**src/hw/mmfr2_pkg.sv**
```systemverilog
// Constants and types for the memory model feature identification register
package mmfr2_pkg;

    localparam int REG_W       = 64;
    localparam int FIELD_W     = 4;
    localparam int FIELD_COUNT = 16;

    // Field values, listed from bits 63:60 down to bits 3:0
    localparam logic [3:0] HIDDEN_REGION_FAULT_VAL    = 4'h1;
    localparam logic [3:0] EXTRA_HYPERVISOR_TRAPS_VAL = 4'h2;
    localparam logic [3:0] BLOCK_RESIZE_LEVEL_VAL     = 4'h2;
    localparam logic [3:0] TLB_LEVEL_HINT_VAL         = 4'h1;
    localparam logic [3:0] RESERVED_VAL               = 4'h0;
    localparam logic [3:0] FORCED_WRITE_BACK_VAL      = 4'h1;
    localparam logic [3:0] ID_SPACE_TRAP_CLASS_VAL    = 4'h1;
    localparam logic [3:0] SINGLE_COPY_UNALIGNED_VAL  = 4'h1;
    localparam logic [3:0] SMALL_TABLE_SUPPORT_VAL    = 4'h1;
    localparam logic [3:0] NESTED_VIRTUALIZATION_VAL  = 4'h0;
    localparam logic [3:0] CACHE_SIZE_ID_FORMAT_VAL   = 4'h1;
    localparam logic [3:0] VIRTUAL_ADDR_WIDTH_VAL     = 4'h0;
    localparam logic [3:0] IMPLICIT_ERROR_BARRIER_VAL = 4'h1;
    localparam logic [3:0] MULTIPLE_LOAD_ORDER_VAL    = 4'h0;
    localparam logic [3:0] USER_OVERRIDE_SUPPORT_VAL  = 4'h1;
    localparam logic [3:0] SHARED_TRANSLATION_VAL     = 4'h1;

    // Entry i sits at bits i*FIELD_W upward
    localparam logic [FIELD_COUNT-1:0][3:0] FIELD_TABLE = {
        HIDDEN_REGION_FAULT_VAL, EXTRA_HYPERVISOR_TRAPS_VAL,
        BLOCK_RESIZE_LEVEL_VAL, TLB_LEVEL_HINT_VAL,
        RESERVED_VAL, FORCED_WRITE_BACK_VAL,
        ID_SPACE_TRAP_CLASS_VAL, SINGLE_COPY_UNALIGNED_VAL,
        SMALL_TABLE_SUPPORT_VAL, NESTED_VIRTUALIZATION_VAL,
        CACHE_SIZE_ID_FORMAT_VAL, VIRTUAL_ADDR_WIDTH_VAL,
        IMPLICIT_ERROR_BARRIER_VAL, MULTIPLE_LOAD_ORDER_VAL,
        USER_OVERRIDE_SUPPORT_VAL, SHARED_TRANSLATION_VAL};

    // Read encoding of this register
    localparam logic [1:0] SEL_OP0 = 2'h3;
    localparam logic [2:0] SEL_OP1 = 3'h0;
    localparam logic [3:0] SEL_CRN = 4'h0;
    localparam logic [3:0] SEL_CRM = 4'h7;
    localparam logic [2:0] SEL_OP2 = 3'h2;

    localparam logic [5:0] SYNDROME_CLASS_SYSREG = 6'h18;
    localparam logic [5:0] SYNDROME_CLASS_NONE   = 6'h00;

    typedef enum logic [1:0] {
        USER_LEVEL       = 2'b00,
        KERNEL_LEVEL     = 2'b01,
        HYPERVISOR_LEVEL = 2'b10,
        MONITOR_LEVEL    = 2'b11
    } privilege_level_t;

    typedef struct packed {
        logic       valid;
        logic [1:0] op0;
        logic [2:0] op1;
        logic [3:0] crn;
        logic [3:0] crm;
        logic [2:0] op2;
    } sysreg_req_t;

    typedef struct packed {
        privilege_level_t current_privilege_level;
        logic             hypervisor_enabled;
        logic             host_trap_general;
        logic             id_group3_trap;
    } trap_ctrl_t;

    typedef struct packed {
        logic             valid;
        logic             hit;
        logic             trap;
        privilege_level_t target_level;
        logic [5:0]       syndrome_class;
        logic [REG_W-1:0] data;
    } sysreg_resp_t;

endpackage

```
**src/hw/mmfr2_access_check.sv**
```systemverilog
// Privilege check that decides between returning the value and trapping
`timescale 1ns/1ps
module mmfr2_access_check (
    input  wire mmfr2_pkg::trap_ctrl_t       ctrl_in,
    output logic                             trap_out,
    output mmfr2_pkg::privilege_level_t      target_out
);
    import mmfr2_pkg::*;

    wire hyp_route_user   = ctrl_in.hypervisor_enabled && ctrl_in.host_trap_general;
    wire hyp_route_kernel = ctrl_in.hypervisor_enabled && ctrl_in.id_group3_trap;
    wire at_user   = ctrl_in.current_privilege_level == USER_LEVEL;
    wire at_kernel = ctrl_in.current_privilege_level == KERNEL_LEVEL;

    // User reads always trap; hypervisor and monitor never do
    assign trap_out = at_user || (at_kernel && hyp_route_kernel);

    assign target_out = (at_user && !hyp_route_user) ? KERNEL_LEVEL
                                                     : HYPERVISOR_LEVEL;

endmodule

```
**src/hw/mmfr2_read_unit.sv**
```systemverilog
// Read port, decode and access check for the memory model feature register
`timescale 1ns/1ps
module mmfr2_read_unit (
    input  wire logic                   clk_in,
    input  wire logic                   rst_in,
    input  wire logic                   clk_en_in,
    input  wire mmfr2_pkg::sysreg_req_t req_in,
    input  wire mmfr2_pkg::trap_ctrl_t  ctrl_in,
    output mmfr2_pkg::sysreg_resp_t     resp_out
);
    import mmfr2_pkg::*;

    ////////////////////////////////////////////////////////////////////////
    // Constant register image

    wire [REG_W-1:0] reg_value_w;

    // No write path exists, so the image is pure wiring
    generate
        for (genvar g = 0; g < FIELD_COUNT; g++) begin : g_field
            assign reg_value_w[g*FIELD_W +: FIELD_W] = FIELD_TABLE[g];
        end
    endgenerate

    ////////////////////////////////////////////////////////////////////////
    // Encoding decode

    wire enc_match = (req_in.op0 == SEL_OP0) &&
                     (req_in.op1 == SEL_OP1) &&
                     (req_in.crn == SEL_CRN) &&
                     (req_in.crm == SEL_CRM) &&
                     (req_in.op2 == SEL_OP2);
    wire read_hit = req_in.valid && enc_match;

    ////////////////////////////////////////////////////////////////////////
    // Access check

    logic             trap_w;
    privilege_level_t target_w;

    mmfr2_access_check u_check (
        .ctrl_in    (ctrl_in),
        .trap_out   (trap_w),
        .target_out (target_w)
    );

    ////////////////////////////////////////////////////////////////////////
    // Response register

    wire sysreg_resp_t resp_d;
    sysreg_resp_t      resp_q;

    // Trapped reads must not leak the value, so data is zeroed
    wire give_data = read_hit && !trap_w;
    wire give_trap = read_hit && trap_w;

    assign resp_d.valid          = req_in.valid;
    assign resp_d.hit            = read_hit;
    assign resp_d.trap           = give_trap;
    assign resp_d.target_level   = give_trap ? target_w : USER_LEVEL;
    assign resp_d.syndrome_class = give_trap ? SYNDROME_CLASS_SYSREG
                                             : SYNDROME_CLASS_NONE;
    assign resp_d.data           = give_data ? reg_value_w : '0;

    always_ff @(posedge clk_in) begin
        if (rst_in) begin
            resp_q <= '0;
        end else if (clk_en_in) begin
            resp_q <= resp_d;
        end
    end

    assign resp_out = resp_q;

    // Helper: last data value seen, for the constancy check
    logic [REG_W-1:0] seen_data_q;
    logic             seen_any_q;
    wire data_seen = resp_q.valid && resp_q.hit && !resp_q.trap;

    always_ff @(posedge clk_in) begin
        if (rst_in) begin
            seen_data_q <= '0;
            seen_any_q  <= 1'b0;
        end else if (data_seen) begin
            seen_data_q <= resp_q.data;
            seen_any_q  <= 1'b1;
        end
    end
endmodule

```
**config.mk**
```make
export PLATFORM = sky130hd
export DESIGN_NAME = mmfr2_read_unit
export DESIGN_NICKNAME = d
export VERILOG_FILES = /design/src/hw/mmfr2_pkg.sv /design/src/hw/mmfr2_access_check.sv /design/src/hw/mmfr2_read_unit.sv
export SDC_FILE = /design/constraint.sdc
export NUM_CORES = 1
export LEC_CHECK = 0
export ABC_AREA = 1
export BUFFER_PORTS_ARGS = -buffer_cell sky130_fd_sc_hd__buf_2
export CAP_MARGIN = 0
export CORE_MARGIN = 10
export CORE_UTILIZATION = 34
export CTS_BUF_LIST = sky130_fd_sc_hd__clkbuf_4
export DETAILED_ROUTE_END_ITERATION = 8
export PLACE_DENSITY = 0.82
export SLEW_MARGIN = 40
export SYNTH_ARGS = -nofsm -noshare
export SYNTH_HDL_FRONTEND = slang
export SYNTH_HIERARCHICAL = 1
export SYNTH_SLANG_ARGS = --single-unit
```
**constraint.sdc**
```tcl
create_clock -name clk_in -period 1.14 [get_ports clk_in]
set_input_delay 0.285 -clock clk_in [delete_from_list [all_inputs] [get_ports clk_in]]
set_output_delay 0.285 -clock clk_in [all_outputs]
set_load 0.005 [all_outputs]
```
==> impl_metrics.json <==
{
  "path_buf_inv": 1,
  "placedCellCount": 184,
  "powerDensity_nw_per_um2": 650,
  "dp_hpwl_mm": 1.98,
  "fin_skew_ns": 0,
  "first_global_vias": 723,
  "fmax_mhz": 918,
  "via_per_inst": 3.40,
  "p_clk_share_pct": 35.7,
  "core_sq_um": 2450,
  "slew_viol_final": 0,
  "worstSetupPathType": "register to output port",
  "cts_num_sinks": 6,
  "die_y_um": 70.3,
  "numCtsBuffers": 3,
  "root_buffer": "clkbuf_4",
  "yosysTopAreaCell": "buf_4",
  "cp_cell_sequence": "buf_2",
  "initial_core_util_pct": 35.1,
  "grt_pass1_wl_mm": 3.14,
  "outcome": "finished, final reports clean",
  "fillers": 272,
  "dieArea_sq_um": 4940,
  "netlist_top_cells_area": "buf_4, dfxtp_1, nand2_1, inv_1, a21oi_1",
  "routedWlPerCell_um": 11.8,
  "place.gp.congestion": 0.696,
  "syn_area_per_cell_sq_um": 6.89,
  "antenna_cells": 0,
  "rsz0062_at_grt": "no",
  "cp.depth": 1,
  "postCtsSetupBuffers": 0,
  "io_buffers": 43,
  "tns_ns": 0,
  "clockBufferDepth": 2,
  "p_sw_share_pct": 30.4,
  "maxCapViolations": 0,
  "yosys_register_bits": 6,
  "reg2reg_depth": 2,
  "required_ns": 0.85,
  "setup_viol": 0,
  "drive_above_1_share_pct": 33.8,
  "grt_overflow": 0,
  "grt_max_degree": 14,
  "cts_tree": "yes",
  "antenna_found_initial": 0,
  "fin_nets": 184,
  "synth_cell_types": 13,
  "multi_input_area_sq_um": 388,
  "synth.top_cell.area_share_pct": 60.2,
  "area_growth_pct": -4.07,
  "hold_path.class": "primary input to register",
  "die_width_um": 70.3,
  "vias": 636,
  "first_pass_iters": 4,
  "slowest_delay_ns": 0.41,
  "min_path_cells": 2,
  "slowest_stage": "dfxtp_2",
  "final_hold_viol_count": 0,
  "syn_area_sq_um": 861,
  "netSwitchingPower_uw": 163,
  "fin_crit_sh_pct": 95.5,
  "yosys_warnings": 6,
  "cts.clk_slew.worst_paths_ns": 0.04,
  "peakVddDrop_v": 0.000264,
  "instances_no_fill": 187,
  "pwr-share-seq_pct": 39.8,
  "internal-power_uw": 373,
  "regArea_sq_um": 121,
  "row_count": 18,
  "drt.antenna.violating_nets": 0,
  "netlist_instances": 125,
  "h-tree-depth": 1,
  "drt_wl_total_mm": 2.20,
  "largest_reg_flops": 6,
  "worstSkewPairLatency_ns": 0.24,
  "worst_setup_path_start_kind": "register",
  "end_kind": "output port",
  "drcViolationCount": 0,
  "io_pins": 100,
  "p_comb_share_pct": 24.5,
  "fin_crit_ns": 1.09,
  "ys_seq_area_share_pct": 14.0,
  "crit_family": "flip-flops",
  "p_leak_uw": 0.000552,
  "worst_ep_arrival_time_ns": 0.80,
  "drt_iter0_drc": 23,
  "grt_usage_pct": 7.64,
  "crit_fanout": 13
}
-- cells in the final DEF, fill, tap and decap left out, drive strengths merged --
master	count
conb	56
buf	43
nand2	18
inv	11
nor2	7
a21oi	6
dfxtp	6
nand3	3
nand4	3
clkbuf	3
nand3b	1
-- layout make-up --
type | count | share of cell area (%)
Timing Repair Buffer | 43 | 26.1
Clock buffer | 3 | 2.73
Multi-Input combinational cell | 94 | 47.0
Sequential cell | 6 | 14.7
Tap cell | 30 | 4.55
Inverter | 11 | 5.00
-- synthesized netlist by cell type --
master     n
inv_2      1
nand4_1    3
dfxtp_1    6
a21oi_1    6
nand3_1    3
nor2_2     3
nor2_1     4
nand2_2    2
buf_4     69
conb_1     1
inv_1     10
nand2_1   16
nand3b_1   1
-- layer usage --
| layer | part of all wire [%] | track usage (%) | up-vias |
|---|---|---|---|
| li1 | - | - | 318 |
| met1 | 34 | 6.33 | 261 |
| met2 | 52 | 14.2 | 55 |
| met3 | 13 | 3.67 | 2 |
| met4 | 1.2 | 4.61 | 0 |
| met5 | 0 | 0 | - |
-- logic make-up after synthesis --
family                 count (synthesis)  synth area share, %
buffers and inverters                 80                 65.0
and+or+nand+nor                       32                 17.2
AOI/OAI and AO/OA                      6                 3.49
DFF                                    6                 14.0
other                                  1                0.436
-- path summary, 6_finish.rpt --
| kind | slack (ns) | start | to |
|---|---|---|---|
| worst max-delay path | 0.05 | resp_out[57] | resp_out[36] |
| worst min-delay path | 0.27 | rst_in | resp_out[57] |
| worst max register to register | 0.43 | resp_out[57] | resp_out[57] |
| worst min register to register | 0.47 | resp_out[74] | resp_out[74] |
-- power by group through the flow --
stage / Combinational (uW) / Clock, uW / Sequential [uW]
finish: 132 / 192 / 213
global route: 154 / 207 / 213
CTS: 121 / 197 / 213
detailed placement: 121 / 0 / 217
global placement: 120 / 0 / 217
floorplan: 209 / 0 / 217
-- metrics by stage --
step | hold slack, ns | power [uW] | utilization [%] | setup slack, ns | cell area, sq um
floorplan | 0.354 | 426 | - | 0.187 | 1070
global placement | 0.452 | 337 | 32.7 | 0.0425 | 802
detailed placement | 0.460 | 338 | 32.7 | 0.0189 | 802
CTS | 0.268 | 532 | 33.6 | 0.0360 | 826
global route | 0.276 | 574 | 33.6 | 0.00311 | 826
finish | 0.274 | 537 | 33.6 | 0.0510 | 826
-- timing repair --
action                                  CTS  global route
endpoints found under the setup margin   12             0
hold buffers                              0             0
gates resized for setup                   1             0
Power figures use the tool's default switching activity.
